File: src/verilog/urm_pkg.sv
// package: register map, fields, modes and role codes of the role/mode block
package urm_pkg;
	localparam int ADDR_W = 8;
	localparam int DATA_W = 32;
	localparam logic [ADDR_W-1:0] REG_MODE_CFG = 8'h00;
	localparam logic [ADDR_W-1:0] REG_MODE_STAT = 8'h04;
	localparam logic [ADDR_W-1:0] REG_EP_IRQ = 8'h08;
	localparam logic [ADDR_W-1:0] REG_CTRL_IRQ = 8'h0C;
	localparam logic [ADDR_W-1:0] REG_EP_COUNT = 8'h10;
	localparam logic [ADDR_W-1:0] REG_SESSION = 8'h14;
	localparam logic [ADDR_W-1:0] REG_PHY_PWR = 8'h18;
	localparam logic [1:0] RESP_OKAY = 2'h0;
	localparam logic [1:0] RESP_SLVERR = 2'h2;

	// endpoint groups: one flag per endpoint, ep0 included
	localparam int EP_W = 8;
	localparam int EP_HOST_LSB = 0;
	localparam int EP_PERIPH_LSB = 16;
	// endpoint pairs beyond ep0
	localparam logic [7:0] EP_PAIRS = 8'h07;

	localparam int CTRL_W = 12;
	localparam int CI_VBUS_ERR = 0;
	localparam int CI_SESSION = 1;
	localparam int CI_SESSION_END = 2;
	localparam int CI_DISCONNECT = 3;
	localparam int CI_CONNECT = 4;
	localparam int CI_SOF = 5;
	localparam int CI_BABBLE = 6;
	localparam int CI_RESET = 7;
	localparam int CI_RESUME = 8;
	localparam int CI_SUSPEND = 9;
	localparam int CI_MODE_DETECT = 10;
	localparam int CI_POWER_FAULT = 11;

	localparam int MODE_W = 3;
	localparam logic [MODE_W-1:0] FULL_DUAL_ROLE_SEL = 3'h0;
	localparam logic [MODE_W-1:0] FORCED_HOST_PLAIN_SEL = 3'h1;
	localparam logic [MODE_W-1:0] FORCED_HOST_SENSE_SEL = 3'h2;
	localparam logic [MODE_W-1:0] FORCED_PERIPH_PLAIN_SEL = 3'h3;
	localparam logic [MODE_W-1:0] FORCED_PERIPH_SENSE_SEL = 3'h4;

	localparam logic [2:0] ROLE_UNRESOLVED = 3'h0;
	localparam logic [2:0] ROLE_A_SIDE_HOST = 3'h1;
	localparam logic [2:0] ROLE_A_SIDE_PERIPH = 3'h2;
	localparam logic [2:0] ROLE_B_SIDE_HOST = 3'h3;
	localparam logic [2:0] ROLE_B_SIDE_PERIPH = 3'h4;
	localparam logic [2:0] ROLE_DUAL_HOST = 3'h5;
	localparam logic [2:0] ROLE_DUAL_PERIPH = 3'h6;

	localparam int STAT_ROLE_LSB = 0;
	localparam int STAT_VBUS_BIT = 4;
	localparam int STAT_ID_BIT = 5;
	localparam int STAT_LINK_BIT = 6;
	localparam int SES_START_BIT = 0;
	localparam int SES_END_BIT = 1;
	localparam int SES_SWAP_BIT = 2;
	localparam int PHY_ON_BIT = 0;

	typedef enum logic [6:0] {
		ST_NONE = 7'h01,
		ST_A_HOST = 7'h02,
		ST_A_PERIPH = 7'h04,
		ST_B_HOST = 7'h08,
		ST_B_PERIPH = 7'h10,
		ST_F_HOST = 7'h20,
		ST_F_PERIPH = 7'h40
	} urm_role_e;
endpackage : urm_pkg

File: src/verilog/urm_sync.sv
// two-stage synchroniser for one pin level
`timescale 1ns/1ps
module urm_sync
	import urm_pkg::*;
(
	input wire logic clk,
	input wire logic srst,
	input wire logic d,
	output logic q
);
	typedef struct packed {
		logic s1;
		logic s2;
	} urm_sync_s;

	urm_sync_s st;
	urm_sync_s next_st;

	always_comb begin
		next_st.s1 = srst ? 1'b0 : d;
		next_st.s2 = srst ? 1'b0 : st.s1;
	end

	always_ff @(posedge clk) begin
		st <= next_st;
	end

	assign q = st.s2;
endmodule : urm_sync

File: src/verilog/urm_cor_flags.sv
// sticky event flags cleared as a whole by a status read
`timescale 1ns/1ps
module urm_cor_flags
	import urm_pkg::*;
#(
	parameter int W = 8
) (
	input wire logic clk,
	input wire logic srst,
	input wire logic [W-1:0] set_evt,
	input wire logic clr,
	output logic [W-1:0] flags
);
	typedef struct packed {
		logic [W-1:0] flags;
	} urm_cor_s;

	urm_cor_s st;
	urm_cor_s next_st;

	// the reader captured the old flags; an event in the same cycle stays pending
	always_comb begin
		next_st.flags = (st.flags & ~{W{clr}}) | set_evt;
		if (srst) begin
			next_st.flags = '0;
		end
	end

	always_ff @(posedge clk) begin
		st <= next_st;
	end

	assign flags = st.flags;
endmodule : urm_cor_flags

File: src/verilog/urm_role_mode.sv
// role and mode control with endpoint/control status behind an AXI4-Lite slave
//
// Overview of operation
// endpoint status read clears all endpoint flags
// endpoint status separate from control status
// endpoint flags split into host, device groups
// dual-role mode samples VBUS and ID pins
// device role may watch VBUS for disconnect
// host role senses VBUS droop when enabled
// two forced-host modes: plain, VBUS sensing
// two forced-device modes: plain, VBUS sensing
// dual-role state: five values incl none
// session start without cable gives B-side device
// none reported when not resolving role
// forced modes report host, device or none
// endpoint pair count excludes endpoint zero
// commands start and end a session
// no operation while PHY powered off
// PHY powered on after reset
// control status read clears all control flags
// event during clearing read stays pending
// none while PHY off or role unresolved
//
// The implementer's own choices: the AXI4-Lite register port and the register offsets.
`timescale 1ns/1ps
module urm_role_mode
	import urm_pkg::*;
(
	input wire logic CLK,
	input wire logic SRST,
	input wire logic VBUS_PIN,
	input wire logic ID_PIN,
	input wire logic [CTRL_W-1:0] LINK_CTRL_EVT,
	input wire logic [EP_W-1:0] EP_HOST_EVT,
	input wire logic [EP_W-1:0] EP_PERIPH_EVT,
	input wire logic [ADDR_W-1:0] S_AXI_AWADDR,
	input wire logic S_AXI_AWVALID,
	output logic S_AXI_AWREADY,
	input wire logic [DATA_W-1:0] S_AXI_WDATA,
	input wire logic [3:0] S_AXI_WSTRB,
	input wire logic S_AXI_WVALID,
	output logic S_AXI_WREADY,
	output logic [1:0] S_AXI_BRESP,
	output logic S_AXI_BVALID,
	input wire logic S_AXI_BREADY,
	input wire logic [ADDR_W-1:0] S_AXI_ARADDR,
	input wire logic S_AXI_ARVALID,
	output logic S_AXI_ARREADY,
	output logic [DATA_W-1:0] S_AXI_RDATA,
	output logic [1:0] S_AXI_RRESP,
	output logic S_AXI_RVALID,
	input wire logic S_AXI_RREADY,
	output logic PHY_PWR_ON,
	output logic LINK_EN,
	output logic HOST_ROLE
);
	typedef struct packed {
		urm_role_e role;
		logic [MODE_W-1:0] mode;
		logic phy_on;
		logic vbus_q;
		logic id_q;
		logic aw_full;
		logic [ADDR_W-1:0] aw_addr;
		logic w_full;
		logic [DATA_W-1:0] w_data;
		logic w_lane0;
		logic awready;
		logic wready;
		logic bvalid;
		logic [1:0] bresp;
		logic arready;
		logic rvalid;
		logic [DATA_W-1:0] rdata;
		logic [1:0] rresp;
		logic link_en;
		logic host_role;
	} urm_top_s;

	localparam urm_top_s TOP_RST = '{
		role: ST_NONE,
		mode: FULL_DUAL_ROLE_SEL,
		phy_on: 1'b1,
		awready: 1'b1,
		wready: 1'b1,
		arready: 1'b1,
		default: '0
	};

	urm_top_s st;
	urm_top_s next_st;

	logic vbus_s;
	logic id_s;
	logic [2*EP_W-1:0] ep_flags;
	logic [CTRL_W-1:0] ctrl_flags;
	logic [CTRL_W-1:0] ctrl_evt;
	logic [2*EP_W-1:0] ep_evt;
	logic [CTRL_W-1:0] own_evt;
	logic rd_ep;
	logic rd_ctrl;
	logic ar_ok;
	logic aw_ok;
	logic w_ok;
	logic wr_go;
	logic wr_ok;
	logic ses_start;
	logic ses_end;
	logic ses_swap;
	logic vbus_fall;
	logic id_chg;
	logic [DATA_W-1:0] rd_data;
	logic [1:0] rd_resp;
	logic [2:0] role_code;

	urm_sync u_vbus_sync (
		.clk(CLK),
		.srst(SRST),
		.d(VBUS_PIN),
		.q(vbus_s)
	);

	urm_sync u_id_sync (
		.clk(CLK),
		.srst(SRST),
		.d(ID_PIN),
		.q(id_s)
	);

	// host group in the low half, device group in the high half
	assign ep_evt = st.link_en ? {EP_PERIPH_EVT, EP_HOST_EVT} : '0;
	assign ctrl_evt = own_evt | (st.link_en ? LINK_CTRL_EVT : '0);

	urm_cor_flags #(
		.W(2*EP_W)
	) u_ep_flags (
		.clk(CLK),
		.srst(SRST),
		.set_evt(ep_evt),
		.clr(rd_ep),
		.flags(ep_flags)
	);

	urm_cor_flags #(
		.W(CTRL_W)
	) u_ctrl_flags (
		.clk(CLK),
		.srst(SRST),
		.set_evt(ctrl_evt),
		.clr(rd_ctrl),
		.flags(ctrl_flags)
	);

	assign aw_ok = S_AXI_AWVALID & st.awready;
	assign w_ok = S_AXI_WVALID & st.wready;
	assign ar_ok = S_AXI_ARVALID & st.arready;
	assign wr_go = st.aw_full & st.w_full & ~st.bvalid;
	assign wr_ok = wr_go & st.w_lane0;
	// separate read paths, each clears only its own flags
	assign rd_ep = ar_ok & (S_AXI_ARADDR == REG_EP_IRQ);
	assign rd_ctrl = ar_ok & (S_AXI_ARADDR == REG_CTRL_IRQ);

	assign ses_start = wr_ok & (st.aw_addr == REG_SESSION) & st.w_data[SES_START_BIT];
	assign ses_end = wr_ok & (st.aw_addr == REG_SESSION) & st.w_data[SES_END_BIT];
	assign ses_swap = wr_ok & (st.aw_addr == REG_SESSION) & st.w_data[SES_SWAP_BIT];
	assign vbus_fall = st.vbus_q & ~vbus_s;
	assign id_chg = st.id_q ^ id_s;

	always_comb begin
		case (st.role)
			ST_A_HOST: role_code = ROLE_A_SIDE_HOST;
			ST_A_PERIPH: role_code = ROLE_A_SIDE_PERIPH;
			ST_B_HOST: role_code = ROLE_B_SIDE_HOST;
			ST_B_PERIPH: role_code = ROLE_B_SIDE_PERIPH;
			ST_F_HOST: role_code = ROLE_DUAL_HOST;
			ST_F_PERIPH: role_code = ROLE_DUAL_PERIPH;
			default: role_code = ROLE_UNRESOLVED;
		endcase
	end

	always_comb begin
		rd_data = '0;
		rd_resp = RESP_OKAY;
		case (S_AXI_ARADDR)
			REG_MODE_CFG: rd_data[MODE_W-1:0] = st.mode;
			REG_MODE_STAT: begin
				rd_data[STAT_ROLE_LSB +: 3] = role_code;
				rd_data[STAT_VBUS_BIT] = vbus_s;
				rd_data[STAT_ID_BIT] = id_s;
				rd_data[STAT_LINK_BIT] = st.link_en;
			end
			REG_EP_IRQ: begin
				rd_data[EP_HOST_LSB +: EP_W] = ep_flags[EP_W-1:0];
				rd_data[EP_PERIPH_LSB +: EP_W] = ep_flags[2*EP_W-1:EP_W];
			end
			REG_CTRL_IRQ: rd_data[CTRL_W-1:0] = ctrl_flags;
			REG_EP_COUNT: rd_data[7:0] = EP_PAIRS;
			REG_SESSION: rd_data = '0;
			REG_PHY_PWR: rd_data[PHY_ON_BIT] = st.phy_on;
			default: rd_resp = RESP_SLVERR;
		endcase
	end

	always_comb begin
		next_st = st;
		own_evt = '0;
		next_st.vbus_q = vbus_s;
		next_st.id_q = id_s;

		// write channel: address and data may arrive in either order
		if (aw_ok) begin
			next_st.aw_full = 1'b1;
			next_st.aw_addr = S_AXI_AWADDR;
		end
		if (w_ok) begin
			next_st.w_full = 1'b1;
			next_st.w_data = S_AXI_WDATA;
			next_st.w_lane0 = S_AXI_WSTRB[0];
		end
		if (st.bvalid & S_AXI_BREADY) begin
			next_st.bvalid = 1'b0;
		end
		if (wr_go) begin
			next_st.aw_full = 1'b0;
			next_st.w_full = 1'b0;
			next_st.bvalid = 1'b1;
			case (st.aw_addr)
				REG_MODE_CFG,
				REG_MODE_STAT,
				REG_EP_IRQ,
				REG_CTRL_IRQ,
				REG_EP_COUNT,
				REG_SESSION,
				REG_PHY_PWR: next_st.bresp = RESP_OKAY;
				default: next_st.bresp = RESP_SLVERR;
			endcase
		end
		next_st.awready = ~next_st.aw_full;
		next_st.wready = ~next_st.w_full;

		// only fields in byte lane 0 are writable; an unknown mode is ignored
		if (wr_ok & (st.aw_addr == REG_MODE_CFG)) begin
			if (st.w_data[MODE_W-1:0] <= FORCED_PERIPH_SENSE_SEL) begin
				next_st.mode = st.w_data[MODE_W-1:0];
			end
		end
		if (wr_ok & (st.aw_addr == REG_PHY_PWR)) begin
			next_st.phy_on = st.w_data[PHY_ON_BIT];
		end

		// read channel
		if (ar_ok) begin
			next_st.arready = 1'b0;
			next_st.rvalid = 1'b1;
			next_st.rdata = rd_data;
			next_st.rresp = rd_resp;
		end
		if (st.rvalid & S_AXI_RREADY) begin
			next_st.rvalid = 1'b0;
			next_st.arready = 1'b1;
		end

		// role resolution
		if (!st.phy_on) begin
			next_st.role = ST_NONE;
		end else if (next_st.mode != st.mode) begin
			next_st.role = ST_NONE;
		end else begin
			case (st.mode)
				FULL_DUAL_ROLE_SEL: begin
					case (st.role)
						ST_NONE: begin
							if (ses_start) begin
								own_evt[CI_MODE_DETECT] = 1'b1;
								if (!id_s) begin
									// ID grounded: A-plug in place
									next_st.role = ST_A_HOST;
									own_evt[CI_SESSION] = 1'b1;
								end else begin
									// ID high also covers no cable at all
									next_st.role = ST_B_PERIPH;
								end
							end
						end
						ST_A_HOST,
						ST_A_PERIPH: begin
							if (ses_end | id_chg) begin
								next_st.role = ST_NONE;
							end else if (vbus_fall) begin
								next_st.role = ST_NONE;
								own_evt[CI_VBUS_ERR] = 1'b1;
							end else if (ses_swap) begin
								next_st.role = (st.role == ST_A_HOST) ? ST_A_PERIPH : ST_A_HOST;
							end
						end
						ST_B_HOST,
						ST_B_PERIPH: begin
							if (ses_end | id_chg) begin
								next_st.role = ST_NONE;
							end else if (vbus_fall) begin
								next_st.role = ST_NONE;
								own_evt[CI_SESSION_END] = 1'b1;
							end else if (ses_swap) begin
								next_st.role = (st.role == ST_B_PERIPH) ? ST_B_HOST : ST_B_PERIPH;
							end
						end
						default: next_st.role = ST_NONE;
					endcase
				end
				FORCED_HOST_PLAIN_SEL: begin
					// pins are ignored entirely
					next_st.role = ST_F_HOST;
				end
				FORCED_HOST_SENSE_SEL: begin
					next_st.role = ST_F_HOST;
					if (st.role == ST_F_HOST) begin
						own_evt[CI_VBUS_ERR] = vbus_fall;
					end
				end
				FORCED_PERIPH_PLAIN_SEL: begin
					next_st.role = ST_F_PERIPH;
				end
				FORCED_PERIPH_SENSE_SEL: begin
					next_st.role = ST_F_PERIPH;
					if (st.role == ST_F_PERIPH) begin
						own_evt[CI_SESSION_END] = vbus_fall;
					end
				end
				default: next_st.role = ST_NONE;
			endcase
		end

		// link runs only with PHY on and a resolved role
		next_st.link_en = next_st.phy_on & (next_st.role != ST_NONE);
		next_st.host_role = (next_st.role == ST_A_HOST) | (next_st.role == ST_B_HOST)
			| (next_st.role == ST_F_HOST);
	end

	always_ff @(posedge CLK) begin
		if (SRST) begin
			st <= TOP_RST;
		end else begin
			st <= next_st;
		end
	end

	assign S_AXI_AWREADY = st.awready;
	assign S_AXI_WREADY = st.wready;
	assign S_AXI_BVALID = st.bvalid;
	assign S_AXI_BRESP = st.bresp;
	assign S_AXI_ARREADY = st.arready;
	assign S_AXI_RVALID = st.rvalid;
	assign S_AXI_RDATA = st.rdata;
	assign S_AXI_RRESP = st.rresp;
	assign PHY_PWR_ON = st.phy_on;
	assign LINK_EN = st.link_en;
	assign HOST_ROLE = st.host_role;
endmodule : urm_role_mode

File: config.mk
export PLATFORM = sky130hd
export DESIGN_NAME = urm_role_mode
export DESIGN_NICKNAME = d
export VERILOG_FILES = /design/src/verilog/urm_pkg.sv /design/src/verilog/urm_sync.sv /design/src/verilog/urm_cor_flags.sv /design/src/verilog/urm_role_mode.sv
export SDC_FILE = /design/constraint.sdc
export NUM_CORES = 1
export LEC_CHECK = 0
export BUFFER_PORTS_ARGS = -buffer_cell sky130_fd_sc_hd__buf_2
export CAP_MARGIN = 10
export CORE_ASPECT_RATIO = 0.8
export CORE_MARGIN = 3
export CORE_UTILIZATION = 49
export CTS_CLUSTER_DIAMETER = 30
export DETAILED_ROUTE_END_ITERATION = 7
export PLACE_DENSITY = 0.82
export SLEW_MARGIN = 20
export SYNTH_ARGS = -nofsm -noshare
export SYNTH_HDL_FRONTEND = slang
export SYNTH_HIERARCHICAL = 1
export SYNTH_SLANG_ARGS = --single-unit
export TNS_END_PERCENT = 5
File: constraint.sdc
create_clock -name CLK -period 3.6 [get_ports CLK]
set_clock_uncertainty 0.2 [all_clocks]
set_input_delay 0 -clock CLK [delete_from_list [all_inputs] [get_ports CLK]]
set_output_delay 0 -clock CLK [all_outputs]
set_load 0.03 [all_outputs]
After elaboration in Yosys (flattened, before gate mapping) --
Cells that the tools add are included.
Cells by class: order comparisons 1, equality and inequality tests 28, mux-type cells 54, bitwise operators 33, reduce and logical (&&, ||, !) cells 11
Operator list (count):
- $mux W7 | 9
- $eq A8 B5 Y1 const B | 6
- $pmux W7 S3 | 2
- $mux W34 | 1
- $eq A8 B4 Y1 const B | 4
- $mux W1 | 19
- $and A1 B1 Y1 | 18
- $mux W3 | 6
- $pmux W3 S6 | 1
- $and A16 B16 Y16 | 1
- $eq A8 B3 Y1 const B | 2
- $logic_not A8 Y1 | 2
- $mux W16 | 1
- $not A16 Y16 | 1
- $or A16 B16 Y16 | 1
- $eq A7 B2 Y1 const B | 2
- $eq A7 B4 Y1 const B | 2
- $eq A7 B6 Y1 const B | 2
- $reduce_or A7 Y1 | 2
- $and A12 B12 Y12 | 1
- $mux W12 | 1
- $not A12 Y12 | 1
- $or A11 B12 Y12 | 1
- $or A12 B12 Y12 | 1
- other kinds (25) | 40
Word-level totals: register bits 119, input bits 89, output and inout bits 44, word-level logic and storage cells 153

Longest topological paths before layout --
depth in word-level cells 15, depth in mapped cells 8, gate-level depth less buffers 8

By module --
The synthesis kept the hierarchy.
Modules (own cells, without submodules):
- urm_role_mode | instances 1, cells each 422, area each 3298.2 um2, seq. area each 1121.1 um2
- urm_cor_flags at u_ep_flags | instances 1, cells each 67, area each 593.1 um2, seq. area each 320.3 um2
- urm_cor_flags at u_ctrl_flags | instances 1, cells each 50, area each 447.9 um2, seq. area each 240.2 um2
- urm_sync | instances 2, cells each 4, area each 52.6 um2, seq. area each 40.0 um2

Worst setup path after synthesis --
No wires, ideal clock.
path type register to register, start register st[78] (netlist name), end register st[96] (netlist name), arrival time 2.012 ns, required time 3.313 ns, slack 1.300 ns, stages on the path, launching flop included 7, path buffers 0, cells stage by stage dfxtp_1 or4_4 or3_4 or3_4 clkinv_1 a22oi_2 nor4b_2
Between the ends: longest elaborated chain between the ends 10
RTL lines:
- start, declared | RTL line urm_role_mode.sv:90 | urm_top_s st;
- start signal, assigned | RTL line urm_role_mode.sv:343 | st <= next_st;
- $eq A8 B5 Y1 | RTL line urm_role_mode.sv:163, urm_role_mode.sv:164, urm_role_mode.sv:165
- $and A1 B1 Y1 | RTL line urm_role_mode.sv:163, urm_role_mode.sv:164, urm_role_mode.sv:165
- $and A1 B1 Y1 | RTL line urm_role_mode.sv:165 | assign ses_swap = wr_ok & (st.aw_addr == REG_SESSION) & st.w_data[SES_SWAP_BIT];
- $mux W7 (on tied branches) | RTL line urm_role_mode.sv:303, urm_role_mode.sv:292
- $mux W7 (on tied branches) | RTL line urm_role_mode.sv:300, urm_role_mode.sv:289
- $mux W7 (on tied branches) | RTL line urm_role_mode.sv:298, urm_role_mode.sv:287
- $pmux W7 S3 | RTL line urm_role_mode.sv:271 | case (st.role)
- $pmux W7 S3 | RTL line urm_role_mode.sv:269 | case (st.mode)
- $mux W7 (*) | RTL line urm_role_mode.sv:266 | end else if (next_st.mode != st.mode) begin
- $mux W7 (*) | RTL line urm_role_mode.sv:264 | if (!st.phy_on) begin
Every way passes the cells marked *; elsewhere a longest branch is shown, timed or not. A chain may end at the register's enable or synchronous reset.

Final worst setup path --
start register st[93] (netlist name), end register st, in the netlist S_AXI_RDATA[1]
Between the ends: longest elaborated chain between the ends 3
RTL lines:
- $eq A7 B7 Y1, or another cell as far along | RTL line urm_role_mode.sv:170 | case (st.role)
- $pmux W3 S6 (*) | RTL line urm_role_mode.sv:170
- $pmux W2 S5 (*) | RTL line urm_role_mode.sv:184 | case (S_AXI_ARADDR)
Marked as above.

==> results.cfg <==
[route]
vias = 4207
routed_wl_um = 11400
wire_per_inst_um = 14.8
drt_first_iter_violations = 333
dr.pass1.iters = 5
route.detailed.drc = 0
avgViaCountPerCell = 5.46
antenna_left = 0

[hold_path]
hold_end = st[87]
hp-class = input pin to register
min_from = SRST
holdPathStages = 2

[synthesis]
synthDistinctLibCells = 59
yosys_warnings = 6
netlist_area_um2 = 4440
seq_area_frac_synth = 0.396
syn_avg_cell_area_um2 = 8.12
synth-async-reset-ratio = 0
synth_seq_cells = 88
synth_ff_type = dfxtp_1
syn_inst = 547
synth_edf_count = 0

[global_routing]
grt_max_degree = 44
grt_pass1_wl_um = 18800
overflow = 0
antenna_found_initial = 0
grtUsageTotal = 0.221
grt_pass1_vias = 4038

[worst_setup_path]
r2r-start = st[93]
setup.worst_path.start = st[93]
r2r_cells = 6
critPathMaxFanout = 10
endpoint_kind = register
slowest_delay_ns = 0.57
cp.buffers_inverters = 1
critPathSlowestCell = dlygate4sd3_1
worst-setup-path-type = register to register
critPathTopFamily = compound AO/OA/AOI/OAI gates
startpoint_type = register
crit_chain = or4_1 > o31a_1 > o31ai_1 > nand4_1 > dlygate4sd3_1 > a21oi_1
crit_arrival_ns = 2.74
worst_ep_required_time_ns = 3.66
reg2reg_to = S_AXI_RDATA[1]
regToRegSetupSlack_ns = 0.92

[die]
die_w_um = 112
ioPinCount = 133
die_area_um2 = 10300
rows = 30
die_y_um = 91.2
core_area_um2 = 8630
initial_core_util = 0.515

[placement]
io_buffer_count = 86
gp_congestion = 0.835
hpwl_um = 6960
pre_cts_ws_ns = 1.06

[clock_network]
ctsResizeCount = 0
h-tree-depth = 3
path_clk_slew_ns = 0.06
cts_setup_buffers = 0
numCtsBuffers = 9
cts_tree = built
cts_root_buf = clkbuf_16
cts_num_sinks = 88
cts_buffer_depth = 2
clk_latency_ns = 0.34

[finish]
n_antenna_cell = 0
final_common_cell = dfxtp_1
syn_to_final_growth_pct = 26.5
fillers = 701
multi_input_area_um2 = 2150
regArea_um2 = 1760
final_nets = 743
final_cell_mix = 88 x dfxtp_1, 86 x buf_2, 70 x dlygate4sd3_1, 51 x a21oi_1, 39 x nand2_1
drive_gt1_frac = 0.191
final_util = 0.651

[timing]
fin_ws_ns = 0.916
period_needed_ns = 2.68
layout_worst_path_cycle_share = 0.746
rsz0062_at_grt = no
hold_viol_final = 0
setup_violations = 0
relSlewSlack = 0.387
drv_slew = 0
tns_ns = 0
worstMarginPinSlew_ns = 0.917
max_freq_mhz = 373

[power_and_ir_drop]
powerDensity_nw_per_um2 = 379
power_leakage_nw = 2.18
ir_drop_uv = 320

[flow_run]
drv_cap = 0

[status]
status = completed
-- logic make-up after synthesis --
family          count (synthesis)  synth area share
compound gates                118             0.167
xor+xnor                        7            0.0138
buf+inv                       113             0.131
flops                          88             0.396
mux                            10            0.0242
other cells                     1          0.000844
simple gates                  210             0.267
-- layout make-up --
type | instances | share of cell area
Clock buffer | 10 | 0.0425
Clock inverter | 6 | 0.00757
Inverter | 38 | 0.0254
Multi-Input combinational cell | 359 | 0.382
Sequential cell | 88 | 0.313
Tap cell | 112 | 0.0249
Timing Repair Buffer | 158 | 0.204
-- timing repair --
action | in CTS | in global routing
endpoints found under the hold margin | 54 | 0
hold buffers | 70 | 0
endpoints found under the setup margin | 0 | 0
-- per-stage QoR --
step	std cells	hold WS, ns	total power [mW]	instance area [um^2]
after global placement	685	0.0185	1.20	4640
after global routing	771	0.0785	2.20	5620
after floorplan	560	-0.131	1.17	4490
after detailed placement	685	0.0176	1.21	4640
final	771	0.0293	2.13	5620
after CTS	771	0.00658	2.14	5620
-- power by group --
group          internal, mW  switching [mW]
sequential            0.995          0.0283
combinational         0.109           0.122
clock                 0.487           0.391
-- routing by layer --
| layer | GRT usage | share of wire | routed length [um] |
|---|---|---|---|
| met1 | 0.280 | 0.43 | 4880 |
| met4 | 0.0851 | 0.021 | 237 |
| met2 | 0.373 | 0.49 | 5600 |
| met5 | 0 | 0 | 0 |
| met3 | 0.0433 | 0.059 | 676 |
-- how the worst max path moves through the flow --
stage	endpoint	cells after the start	slack, ns
2_1_floorplan	st[96]	6	1.30
3_3_place_gp	HOST_ROLE	6	1.17
3_5_place_dp	st[94]	6	1.06
4_1_cts	S_AXI_RDATA[1]	6	0.95
5_1_grt	st[94]	6	0.81
6_report	S_AXI_RDATA[1]	6	0.92
-- worst register-to-register path, delay by kind of cell, from the launching register on --
kind | cells | cell delay [ns]
buf+inv | 1 | 0.57
compound gates | 3 | 0.74
simple gates | 2 | 0.68
flops | 1 | 0.41
-- sequential cells by signal, indices dropped and copies added, names as in the netlist --
| signal | cells |
|---|---|
| S_AXI_ARREADY | 1 |
| S_AXI_WREADY | 1 |
| S_AXI_AWREADY | 1 |
| u_ep_flags/flags | 16 |
| u_vbus_sync/st | 1 |
| u_ctrl_flags/flags | 12 |
| S_AXI_RVALID | 1 |
| st | 26 |
| u_vbus_sync/q | 1 |
| PHY_PWR_ON | 1 |
| LINK_EN | 1 |
| HOST_ROLE | 1 |
| S_AXI_RRESP | 1 |
| u_id_sync/q | 1 |
| u_id_sync/st | 1 |
| S_AXI_RDATA | 20 |
| S_AXI_BVALID | 1 |
| S_AXI_BRESP | 1 |
-- cell usage after synthesis, types with 4 or more instances --
cell type  number  share of area
nor2_1         35          0.030
nor3_1         17          0.019
or3_1           5         0.0070
nor2b_1         8          0.011
mux2_2          6          0.015
nand2_1        39          0.033
nand3_1        16          0.018
a31oi_1         4         0.0056
or4_1           5         0.0084
xnor2_1         4         0.0079
buf_4          37          0.063
and2_1         25          0.035
nand2b_1       29          0.041
o21ai_0        17          0.019
a22oi_1        18          0.030
a211oi_1        4         0.0068
inv_1          37          0.031
a21oi_1        51          0.057
nor4b_1         5         0.0099
mux2i_1         4         0.0090
clkbuf_1       30          0.025
nor4_1          6         0.0084
dfxtp_1        88           0.40
Note: power is estimated with default switching activity, not from simulation.
